## config.mk

```make
export PLATFORM = sky130hd
export DESIGN_NAME = ip_classifier_match
export DESIGN_NICKNAME = d
export VERILOG_FILES = /design/src/hdl/ip_cls_pkg.sv /design/src/hdl/ip_classifier_match.sv
export SDC_FILE = /design/constraint.sdc
export NUM_CORES = 2
export LEC_CHECK = 0
export BUFFER_PORTS_ARGS = -buffer_cell sky130_fd_sc_hd__buf_2
export CAP_MARGIN = 20
export CORE_UTILIZATION = 60
export CTS_BUF_LIST = sky130_fd_sc_hd__clkbuf_8
export DETAILED_ROUTE_END_ITERATION = 7
export PLACE_DENSITY = 0.85
export RECOVER_POWER = 50
export SLEW_MARGIN = 20
export SYNTH_ARGS = -nofsm -noshare
export SYNTH_HDL_FRONTEND = slang
export SYNTH_SLANG_ARGS = --single-unit
```

## constraint.sdc

```tcl
create_clock -name ref_clk -period 9.85 [get_ports ref_clk]
set_input_delay 0.985 -clock ref_clk [delete_from_list [all_inputs] [get_ports ref_clk]]
set_output_delay 0.985 -clock ref_clk [all_outputs]
set_load 0.05 [all_outputs]
```

## src/hdl/ip_cls_pkg.sv

```systemverilog
`default_nettype none
package ip_cls_pkg;

   // Sub-type codes inside the IP classification encoding.
   localparam logic [7:0] IP_ENC_TYPE = 8'h09;
   localparam logic [7:0] SUB_TOS     = 8'h01;
   localparam logic [7:0] SUB_PROT    = 8'h02;
   localparam logic [7:0] SUB_SRC     = 8'h03;
   localparam logic [7:0] SUB_SMASK   = 8'h04;
   localparam logic [7:0] SUB_DST     = 8'h05;
   localparam logic [7:0] SUB_DMASK   = 8'h06;
   localparam logic [7:0] SUB_SPLO    = 8'h07;
   localparam logic [7:0] SUB_SPHI    = 8'h08;
   localparam logic [7:0] SUB_DPLO    = 8'h09;
   localparam logic [7:0] SUB_DPHI    = 8'h0a;

   // Value lengths in octets.
   localparam logic [7:0] TOS_LEN  = 8'h03;
   localparam logic [7:0] PROT_LEN = 8'h02;
   localparam logic [7:0] ADDR_LEN = 8'h04;
   localparam logic [7:0] PORT_LEN = 8'h02;

   // Protocol codes.
   localparam logic [15:0] PROT_ANY    = 16'h0100;
   localparam logic [15:0] PROT_TCPUDP = 16'h0101;
   localparam logic [7:0]  PROT_TCP    = 8'h06;
   localparam logic [7:0]  PROT_UDP    = 8'h11;

   // Whole encoding must stay below this many octets.
   localparam logic [8:0] ENC_LIMIT = 9'h100;

   // Errored parameter lengths.
   localparam logic [1:0] EP_ONE = 2'h1;
   localparam logic [1:0] EP_TWO = 2'h2;

   typedef struct packed {
      logic        valid;
      logic [7:0]  prio;
      logic        has_tos;
      logic [7:0]  tos_lo;
      logic [7:0]  tos_hi;
      logic [7:0]  tos_mask;
      logic        has_prot;
      logic [15:0] prot;
      logic        has_src;
      logic [31:0] src;
      logic [31:0] smask;
      logic        has_dst;
      logic [31:0] dst;
      logic [31:0] dmask;
      logic [15:0] sp_lo;
      logic [15:0] sp_hi;
      logic [15:0] dp_lo;
      logic [15:0] dp_hi;
   } cls_cfg_s;

   // Reset and start value of an entry: full address masks, zero ToS mask and full port ranges.
   localparam cls_cfg_s CFG_DEFAULT = '{smask: 32'hffffffff, dmask: 32'hffffffff,
      sp_hi: 16'hffff, dp_hi: 16'hffff, default: '0};

   typedef struct packed {
      logic [7:0]  tos;
      logic [7:0]  proto;
      logic [31:0] src;
      logic [31:0] dst;
      logic [15:0] sport;
      logic [15:0] dport;
   } pkt_hdr_s;

   typedef struct packed {
      logic [1:0]  plen;
      logic [15:0] param;
      logic [7:0]  code;
   } err_set_s;

endpackage
`default_nettype wire

```

## src/hdl/ip_classifier_match.sv

```systemverilog
`timescale 1ns/100ps
`default_nettype none
module ip_classifier_match #(
   parameter int         ENTRIES  = 4,
   parameter logic [7:0] ERR_CODE = 8'h01
) (
   // Clock and reset.
   input  wire logic                 ref_clk,
   input  wire logic                 rst_n,
   // Classifier set-up octet stream.
   input  wire logic                 cfg_start,
   input  wire logic [7:0]           cfg_idx,
   input  wire logic [7:0]           cfg_prio,
   input  wire logic                 cfg_valid,
   input  wire logic [7:0]           cfg_octet,
   input  wire logic                 cfg_last,
   // Set-up response.
   output logic                      resp_valid,
   output logic                      resp_ok,
   output logic                      resp_drop_enc,
   output ip_cls_pkg::err_set_s      resp_err,
   // Packet path.
   input  wire logic                 pkt_valid,
   input  wire ip_cls_pkg::pkt_hdr_s pkt_hdr,
   output logic                      match_valid,
   output logic                      match_hit,
   output logic [7:0]                match_idx
);
   import ip_cls_pkg::*;

   localparam int IW = $clog2(ENTRIES);

   // The index ports are eight bits and a zero code would read as success.
   if (ENTRIES < 2 || ENTRIES > 256) begin : g_bad_entries
      $error("ENTRIES must be 2 to 256");
   end
   if (ERR_CODE == 8'h00) begin : g_bad_code
      $error("ERR_CODE must be non-zero");
   end

   typedef enum logic [1:0] {P_IDLE, P_TYPE, P_LEN, P_VAL} parse_e;

   parse_e      state;
   cls_cfg_s    ent [ENTRIES];
   cls_cfg_s    work;
   logic [IW-1:0] idx;
   logic [7:0]  sub;
   logic [7:0]  left;
   logic [31:0] val;
   logic [8:0]  octs;
   logic        done;
   logic        err;
   err_set_s    err_set;
   logic [31:0] next_val;
   logic [7:0]  want_len;
   logic        fault;
   err_set_s    fault_set;
   logic        busy_take;

   assign busy_take = cfg_valid && !cfg_start && state != P_IDLE;
   assign next_val  = {val[23:0], cfg_octet};

   // Expected value length for each known sub-type; zero marks unknown.
   always_comb begin
      case (sub)
         SUB_TOS:   want_len = TOS_LEN;
         SUB_PROT:  want_len = PROT_LEN;
         SUB_SRC, SUB_SMASK, SUB_DST, SUB_DMASK: want_len = ADDR_LEN;
         SUB_SPLO, SUB_SPHI, SUB_DPLO, SUB_DPHI: want_len = PORT_LEN;
         default:   want_len = 8'h00;
      endcase
   end

   // Fault detection for the octet taken this cycle.
   always_comb begin
      fault = 1'b0;
      fault_set = '{plen: EP_TWO, param: {IP_ENC_TYPE, sub}, code: ERR_CODE};
      if (busy_take) begin
         if (octs == ENC_LIMIT - 9'h001) begin
            fault = 1'b1;
            fault_set.plen = EP_ONE;
            fault_set.param = {8'h00, IP_ENC_TYPE};
         end else if (state == P_TYPE && cfg_last) begin
            fault = 1'b1;
            fault_set.param = {IP_ENC_TYPE, cfg_octet};
         end else if (state == P_LEN
                      && (want_len == 8'h00 || cfg_octet != want_len || cfg_last)) begin
            fault = 1'b1;
         end else if (state == P_VAL && cfg_last && left != 8'h01) begin
            fault = 1'b1;
         end else if (state == P_VAL && left == 8'h01 && sub == SUB_PROT
                      && next_val[15:0] > PROT_TCPUDP) begin
            fault = 1'b1;
         end
      end
   end

   // Parser state, octet count and end-of-encoding strobe.
   always_ff @(posedge ref_clk or negedge rst_n) begin
      if (!rst_n) begin
         state <= P_IDLE;
         sub   <= 8'h00;
         left  <= 8'h00;
         val   <= 32'h0;
         octs  <= 9'h000;
         done  <= 1'b0;
         idx   <= '0;
      end else begin
         done <= 1'b0;
         if (cfg_start) begin
            state <= P_TYPE;
            octs  <= 9'h000;
            idx   <= IW'(cfg_idx);
         end else if (busy_take) begin
            octs <= octs + 9'h001;
            case (state)
               P_TYPE: begin
                  sub   <= cfg_octet;
                  state <= P_LEN;
               end
               P_LEN: begin
                  left  <= cfg_octet;
                  val   <= 32'h0;
                  state <= (cfg_octet == 8'h00) ? P_TYPE : P_VAL;
               end
               P_VAL: begin
                  val  <= next_val;
                  left <= left - 8'h01;
                  if (left == 8'h01) begin
                     state <= P_TYPE;
                  end
               end
               default: state <= P_IDLE;
            endcase
            if (cfg_last) begin
               state <= P_IDLE;
               done  <= 1'b1;
            end
         end
      end
   end

   // First fault of an encoding is kept; later ones are ignored, even when their error set differs.
   always_ff @(posedge ref_clk or negedge rst_n) begin
      if (!rst_n) begin
         err     <= 1'b0;
         err_set <= '0;
      end else if (cfg_start) begin
         err     <= 1'b0;
         err_set <= '0;
      end else if (fault && !err) begin
         err     <= 1'b1;
         err_set <= fault_set;
      end
   end

   // Working copy: absent parameters keep the defaults loaded at start.
   always_ff @(posedge ref_clk or negedge rst_n) begin
      if (!rst_n) begin
         work <= CFG_DEFAULT;
      end else if (cfg_start) begin
         work      <= CFG_DEFAULT;
         work.prio <= cfg_prio;
      end else if (busy_take && state == P_VAL && left == 8'h01) begin
         case (sub)
            SUB_TOS: begin
               work.has_tos  <= 1'b1;
               work.tos_lo   <= next_val[23:16];
               work.tos_hi   <= next_val[15:8];
               work.tos_mask <= next_val[7:0];
            end
            SUB_PROT: begin
               work.has_prot <= 1'b1;
               work.prot     <= next_val[15:0];
            end
            SUB_SRC: begin
               work.has_src <= 1'b1;
               work.src     <= next_val;
            end
            SUB_SMASK: work.smask <= next_val;
            SUB_DST: begin
               work.has_dst <= 1'b1;
               work.dst     <= next_val;
            end
            SUB_DMASK: work.dmask <= next_val;
            SUB_SPLO:  work.sp_lo <= next_val[15:0];
            SUB_SPHI:  work.sp_hi <= next_val[15:0];
            SUB_DPLO:  work.dp_lo <= next_val[15:0];
            SUB_DPHI:  work.dp_hi <= next_val[15:0];
            default:   work.valid <= 1'b0;
         endcase
      end
   end

   // Entry table; a rejected encoding leaves its slot unable to match.
   always_ff @(posedge ref_clk or negedge rst_n) begin
      if (!rst_n) begin
         for (int i = 0; i < ENTRIES; i++) begin
            ent[i] <= CFG_DEFAULT;
         end
      end else if (done) begin
         ent[idx]       <= work;
         ent[idx].valid <= !err;
      end
   end

   // Response: error set only for a rejected encoding.
   always_ff @(posedge ref_clk or negedge rst_n) begin
      if (!rst_n) begin
         resp_valid    <= 1'b0;
         resp_ok       <= 1'b0;
         resp_drop_enc <= 1'b0;
         resp_err      <= '0;
      end else begin
         resp_valid <= done;
         if (done) begin
            resp_ok       <= !err;
            resp_drop_enc <= err;
            resp_err      <= err ? err_set : '0;
         end
      end
   end

   // Per-entry comparisons, one copy per table slot.
   logic [ENTRIES-1:0] tos_ok;
   logic [ENTRIES-1:0] prot_ok;
   logic [ENTRIES-1:0] src_ok;
   logic [ENTRIES-1:0] dst_ok;
   logic [ENTRIES-1:0] port_ok;
   logic [ENTRIES-1:0] hit;
   logic               is_l4;

   assign is_l4 = pkt_hdr.proto == PROT_TCP || pkt_hdr.proto == PROT_UDP;

   for (genvar g = 0; g < ENTRIES; g++) begin : g_ent
      logic [7:0] tosm;
      assign tosm = pkt_hdr.tos & ent[g].tos_mask;
      assign tos_ok[g] = !ent[g].has_tos ||
         (tosm >= ent[g].tos_lo && tosm <= ent[g].tos_hi);
      assign prot_ok[g] = !ent[g].has_prot || ent[g].prot == PROT_ANY ||
         (ent[g].prot == PROT_TCPUDP && is_l4) ||
         ent[g].prot == {8'h00, pkt_hdr.proto};
      assign src_ok[g] = !ent[g].has_src ||
         (pkt_hdr.src & ent[g].smask) == ent[g].src;
      assign dst_ok[g] = !ent[g].has_dst ||
         (pkt_hdr.dst & ent[g].dmask) == ent[g].dst;
      // Ports sit only in TCP and UDP headers, so other traffic skips them.
      assign port_ok[g] = !is_l4 ||
         (pkt_hdr.sport >= ent[g].sp_lo && pkt_hdr.sport <= ent[g].sp_hi &&
          pkt_hdr.dport >= ent[g].dp_lo && pkt_hdr.dport <= ent[g].dp_hi);
      assign hit[g] = ent[g].valid && tos_ok[g] && prot_ok[g] &&
         src_ok[g] && dst_ok[g] && port_ok[g];
   end

   // Highest priority wins; equal priorities go to the lower slot.
   logic          best_hit;
   logic [IW-1:0] best_idx;
   logic [7:0]    best_prio;
   always_comb begin
      best_hit  = 1'b0;
      best_idx  = '0;
      best_prio = 8'h00;
      for (int i = 0; i < ENTRIES; i++) begin
         if (hit[i] && (!best_hit || ent[i].prio > best_prio)) begin
            best_hit  = 1'b1;
            best_idx  = IW'(i);
            best_prio = ent[i].prio;
         end
      end
   end

   // Match result, one cycle after the header is presented.
   always_ff @(posedge ref_clk or negedge rst_n) begin
      if (!rst_n) begin
         match_valid <= 1'b0;
         match_hit   <= 1'b0;
         match_idx   <= 8'h00;
      end else begin
         match_valid <= pkt_valid;
         if (pkt_valid) begin
            match_hit <= best_hit;
            match_idx <= 8'(best_idx);
         end
      end
   end
endmodule
`default_nettype wire

```

**Word-level counts from Yosys, hierarchy flattened**

Memories as Yosys holds them, arrays and structs flattened.
Cells that the tools add are included.

- Register bits after elaboration: 1339
- Memory bits (read-only): 48
- Input port bits: 142
- Output and inout bits: 39
- Word-level logic and storage cells: 403
- Memories: 1

- Add/subtract/negate cells: 2
- Magnitude comparators: 30
- Equality and inequality tests: 41
- Mux-type cells: 60
- Bitwise operators: 14
- Reduce and logical (&&, ||, !) cells: 145

Memories:

| memory | depth | width | read ports | clocked after Yosys merged registers in | write ports | line | RTL |
|---|---|---|---|---|---|---|---|
| (name not given) | 16 | 3 | 1 | 0 | 0 | ip_classifier_match.sv:65 | `case (sub)` |

Operators with widths:

| operator | count |
|---|---|
| bitwise mux 980 bit | 2 |
| demux 245 bit (select 2 bit) | 2 |
| two-way mux 245 bit | 2 |
| two-way mux 236 bit | 2 |
| bitwise AND 32 bit | 8 |
| equality test 32 bit | 8 |
| equality test 16 x 9 -> 1 bit, second input constant | 8 |
| >= comparator 16 bit | 8 |
| <= comparator 16 bit | 8 |
| two-way mux 16 bit | 5 |
| two-way mux 26 bit | 3 |
| two-way mux 33 bit | 2 |
| equality test 16 x 8 -> 1 bit | 4 |
| two-way mux 32 bit | 2 |
| logical AND 1 bit | 56 |
| case mux 24 bit (2 select lines) | 1 |
| equality test 8 x 3 -> 1 bit, second input constant | 5 |
| two-way mux 8 bit | 5 |
| logical OR 1 bit | 34 |
| bitwise AND 8 bit | 4 |
| >= comparator 8 bit | 4 |
| <= comparator 8 bit | 4 |
| nonzero test 2 bit | 15 |
| two-way mux 25 bit | 1 |
| other kinds (32) | 99 |

**Logic depth before layout (Yosys ltp)**

- Depth in word-level cells: 22
- Gate-level depth with buffers: 37
- Mapped depth without buffers: 36

**Worst setup path before layout**

No wires, ideal clock.

- Path type: input port to flip-flop
- Start: in pkt_hdr[105] (netlist bit)
- End: reg match_idx[1]
- Library setup time: 0.141 ns
- Arrival time: 7.477 ns
- Data required time: 9.709 ns
- Path slack: 2.232 ns
- Stages: 36
- Path buffers: 0
- Cells stage by stage: and2_1 ha_1 inv_1 o221ai_1 a31o_2 a221oi_1 o21ai_1 nor3b_4 nand3_1 ha_1 nor2b_1 o21ai_0 a21oi_1 o21bai_1 a21oi_1 nor4b_4 a211oi_4 mux2_2 ha_1 nor2b_1 o21a_1 o21a_1 o21a_1 o21bai_1 a22oi_1 o21bai_4 mux2_2 ha_1 nor2b_1 o21a_1 o21ai_0 nand2b_1 a21oi_1 o21ai_0 a22oi_1 o221ai_1

- Longest elaborated chain between the ends: 22
- Elaborated cells on any way between the ends: 60
- Classes of those cells: 11 x order compare; 8 x mux; 4 x bitwise; 37 x reduce/logical

Ends and longest elaborated chain:

| element | line | RTL |
|---|---|---|
| start, declared | ip_classifier_match.sv:24 | `input wire ip_cls_pkg::pkt_hdr_s pkt_hdr,` |
| bitwise AND 8 bit | ip_classifier_match.sv:237 | `assign tosm = pkt_hdr.tos & ent[g].tos_mask;` |
| >= comparator 8 bit / <= comparator 8 bit (equally long branches) | ip_classifier_match.sv:239 | `(tosm >= ent[g].tos_lo && tosm <= ent[g].tos_hi);` |
| logical AND 1 bit | ip_classifier_match.sv:239 |  |
| logical OR 1 bit | ip_classifier_match.sv:238 | `assign tos_ok[g] = !ent[g].has_tos \|\|` |
| logical AND 1 bit (3 in a row) | ip_classifier_match.sv:251 | `assign hit[g] = ent[g].valid && tos_ok[g] && prot_ok[g] &&` |
| logical AND 1 bit (2 in a row) | ip_classifier_match.sv:252 | `src_ok[g] && dst_ok[g] && port_ok[g];` |
| two-way mux 8 bit / two-way mux 1 bit (equally long branches) | ip_classifier_match.sv:264 | `if (hit[i] && (!best_hit \|\| ent[i].prio > best_prio)) begin` |
| > comparator 8 bit / zero test 1 bit (equally long branches) | ip_classifier_match.sv:264 |  |
| (+3 left out) | -- |  |
| > comparator 8 bit / zero test 1 bit (equally long branches) | ip_classifier_match.sv:264 |  |
| logical OR 1 bit | ip_classifier_match.sv:264 |  |
| logical AND 1 bit | ip_classifier_match.sv:264 |  |
| two-way mux 8 bit / two-way mux 1 bit (equally long branches) | ip_classifier_match.sv:264 |  |
| > comparator 8 bit / zero test 1 bit (equally long branches) | ip_classifier_match.sv:264 |  |
| logical OR 1 bit | ip_classifier_match.sv:264 |  |
| logical AND 1 bit | ip_classifier_match.sv:264 |  |
| two-way mux 2 bit (*) | ip_classifier_match.sv:264 |  |
| end signal, assigned | ip_classifier_match.sv:282 | `match_idx <= 8'(best_idx);` |
| end, declared | ip_classifier_match.sv:27 | `output logic [7:0] match_idx` |

Every way passes the cells marked *; elsewhere a longest branch is shown, timed or not.
A chain may end at the register's enable or synchronous reset.

**Worst setup path in the final report**

- Start: in cfg_start
- End: reg idx[0]

RTL lines:

| element | line | RTL |
|---|---|---|
| start, declared | ip_classifier_match.sv:11 | `input wire logic cfg_start,` |
| end signal, assigned | ip_classifier_match.sv:113 | `idx <= IW'(cfg_idx);` |
| end, declared | ip_classifier_match.sv:46 | `logic [IW-1:0] idx;` |

No word-level cell between the ends.

==> flow_summary.yaml <==
run_status:
  status: "finished, violations left"
  violations: "design-rule violations, max-capacitance violations, max-slew violations"
clock_tree:
  insertion_delay_ns: 0.97
  numCtsBuffers: 206
  ctsRootBufferMaster: "clkbuf_8"
  post_cts_resized: 0
  post_cts_buffers: 0
  htreeDepth: 4
  cts.sinks: 1306
  path_clk_slew_ns: 0.06
  clock_path_buffers: 3
  hold_buffers: 0
  cts_tree: "built"
synthesis:
  synth_cells: 5564
  syn-cell-area_um2: 63900
  synth_enable_flop_cells: 0
  ys_warn_count: 0
  synth_top_area_share_pct: 32.4
  syn_area_per_cell_um2: 11.5
  synthArstFlopShare_pct: 100
  synth_most_common_cell: "mux2_2"
  synth_cell_types: 80
  synth_area_leaders: "dfrtp_1 (32%), dfstp_2 (20%), mux2_2 (16%), ha_1 (6.9%), nand2_1 (4.8%)"
  synth_top_area_cell: "dfrtp_1"
  ys_ff_latch: 1306
  ys_seq_area_share_pct: 52.1
  synthTopCellsByCount: "mux2_2 (933), dfrtp_1 (826), nand2_1 (824)"
  synthFlopType: "dfrtp_1"
detailed_routing:
  wirelength_mm: 166
  num_vias: 44300
  postRouteAntennaNets: 0
  wire_per_inst_um: 22.7
  firstDrtPassIters: 8
  dr.first_iter.drc_count: 3680
  vias_per_cell: 6.04
  drc_errors: 50
timing:
  final-setup-viol-count: 0
  fin_worst_skew_ns: 0.0645
  period_needed_ns: 8.86
  rsz0062_at_grt: "no"
  tns_ns: 0
  slew_headroom_pct: -437
  worst_pin_slew_ns: 8.06
  max_freq_mhz: 113
  drv_slew: 690
  finalCritPeriodShare_pct: 90.0
  hold_violations: 0
hold_path:
  holdCritPathClass: "input port to register"
  hold_start: "cfg_idx[1]"
cells_and_area:
  finish.instance_area_um2: 70200
  fin_nets: 6226
  n_fill_cell: 7423
  drive_above_1_share_pct: 32.7
  area_growth_pct: 9.84
power_and_ir_drop:
  p_leak_nw: 32.9
  power_density_nw_per_um2: 202
  irDropWorstVdd_mv: 0.130
worst_setup_path:
  worst-path-max-fanout: 108
  start_kind: "input port"
  path_buf_inv: 3
  critPathMostFrequentCell: "clkbuf_1"
  crit_family: "buffers and inverters"
  regToRegStartpoint: "done"
  cp.required_ns: 10.66
  endpoint_kind: "register"
  crit_path_top_delay_cell: "clkbuf_1"
  path_class: "input port to register"
  worstPathArrival_ns: 9.67
  worstSetupStartpoint: "cfg_start"
  path_cells: "clkbuf_1, clkbuf_1, buf_4, mux2_2"
  slowest_delay_ns: 4.03
die:
  ios: 181
  core_um2: 105000
  dieArea_um2: 108000
  die_h_um: 328
  start_util_pct: 60.6
  fp.dieW_um: 328
  rows: 119
global_routing:
  grt.busiest_layer: "met2"
  grt_max_degree: 190
  grt_use_met2_pct: 49.7
  groute.usage.overall_pct: 31.2
  antenna_found_initial: 38
  overflow: 0
  use_met3_pct: 7.63
  gr-usage-met1_pct: 39.7
  grt_pass1_wl_mm: 259
  grt_pass1_vias: 45700
place:
  place_hpwl_mm: 108
  gp_congestion: 0.891
  place_area_um2: 65800
  port_buffers: 155
run:
  cap_viol_max_count: 7
## flip-flops by register name, indices dropped and copies added, names as in the netlist, 8 cells and up
| signal | count |
|---|---|
| val | 24 |
| left | 8 |
| err_set | 10 |
| octs | 9 |
| sub | 8 |
| work | 244 |
| ent | 980 |
| resp_err | 11 |
## metal layers
| layer | vias up | share of wire [%] |
|---|---|---|
| met5 | - | 0.088 |
| met3 | 478 | 8.1 |
| met2 | 1637 | 47 |
| met1 | 22500 | 40 |
| li1 | 19700 | - |
| met4 | 22 | 5.0 |
## cell type report
class	instances	area, um2	area share (%)
antenna	26	65.1	0.0927
clock buffer	253	3480	4.96
clock inverter	134	817	1.16
inverter	346	1300	1.85
multi-input combinational	3668	28300	40.3
sequential	1306	33300	47.4
tap	1391	1740	2.48
timing repair buffer	205	1200	1.72
## worst paths after layout
path                                end  slack (ns)  cells past startpoint
max                              idx[0]        0.99                      4
min                              idx[1]        0.26                      2
max reg2reg                    ent[265]        1.14                      4
min reg2reg                resp_err[15]        0.49                      2
max in group asynchronous      work[56]        2.12                      3
min in group asynchronous      ent[269]        3.05                      1
## stage by stage
step           util, %  hold WS, ns  setup slack [ns]  cells  power (mW)
6_report          66.6        0.257             0.990   7329        14.2
4_1_cts           66.5       0.0624              1.71   7303        14.2
3_3_place_gp      62.5        0.467              1.39   6915        9.31
5_1_grt           66.5        0.251             0.656   7320        14.8
2_1_floorplan        -        0.352              2.23   5582        8.56
3_5_place_dp      62.5        0.477              1.20   6916        9.49
## worst reg2reg max path: cells and delay by family, from the launching register on
family | cells | cell delay, ns
flip-flops | 1 | 0.78
buffers and inverters | 2 | 7.10
multiplexers | 1 | 0.45
AND/OR/NAND/NOR | 1 | 0.26
## cells in the final DEF, fill, tap and decap left out, types with 17 or more instances in the layout
master,Yosys,final
nand3b_1,110,110
o22a_1,17,17
o21ai_0,210,210
and3_1,34,34
a21oi_1,247,245
mux2_2,933,932
xor2_1,37,37
and2_1,39,39
nand2b_1,28,28
conb_1,1,19
dfstp_2,480,480
diode_2,0,26
a211oi_1,30,30
nand4_1,80,80
dfrtp_1,826,826
a21o_1,76,76
clkinv_2,0,27
nor2_1,63,63
a21boi_0,19,19
xnor2_1,196,196
nor4_1,68,68
buf_2,27,152
clkbuf_8,0,253
nor2b_1,31,31
inv_1,346,435
nand3_1,63,62
buf_4,25,35
nand2_1,824,823
ha_1,351,351
## where the power goes
part	leakage, nW	internal [mW]	switching [mW]
sequential	16.4	6.39	0.456
combinational	13.9	1.20	1.43
clock	2.56	2.44	2.27
## cell families after synthesis
group	synth area share [%]
simple gates	10.6
flops	52.1
mux	16.6
compound gates	6.75
buf+inv	3.80
fa+ha+maj	6.88
xor+xnor	3.19
other cells	0.00587
(Power assumes the default switching activity.)
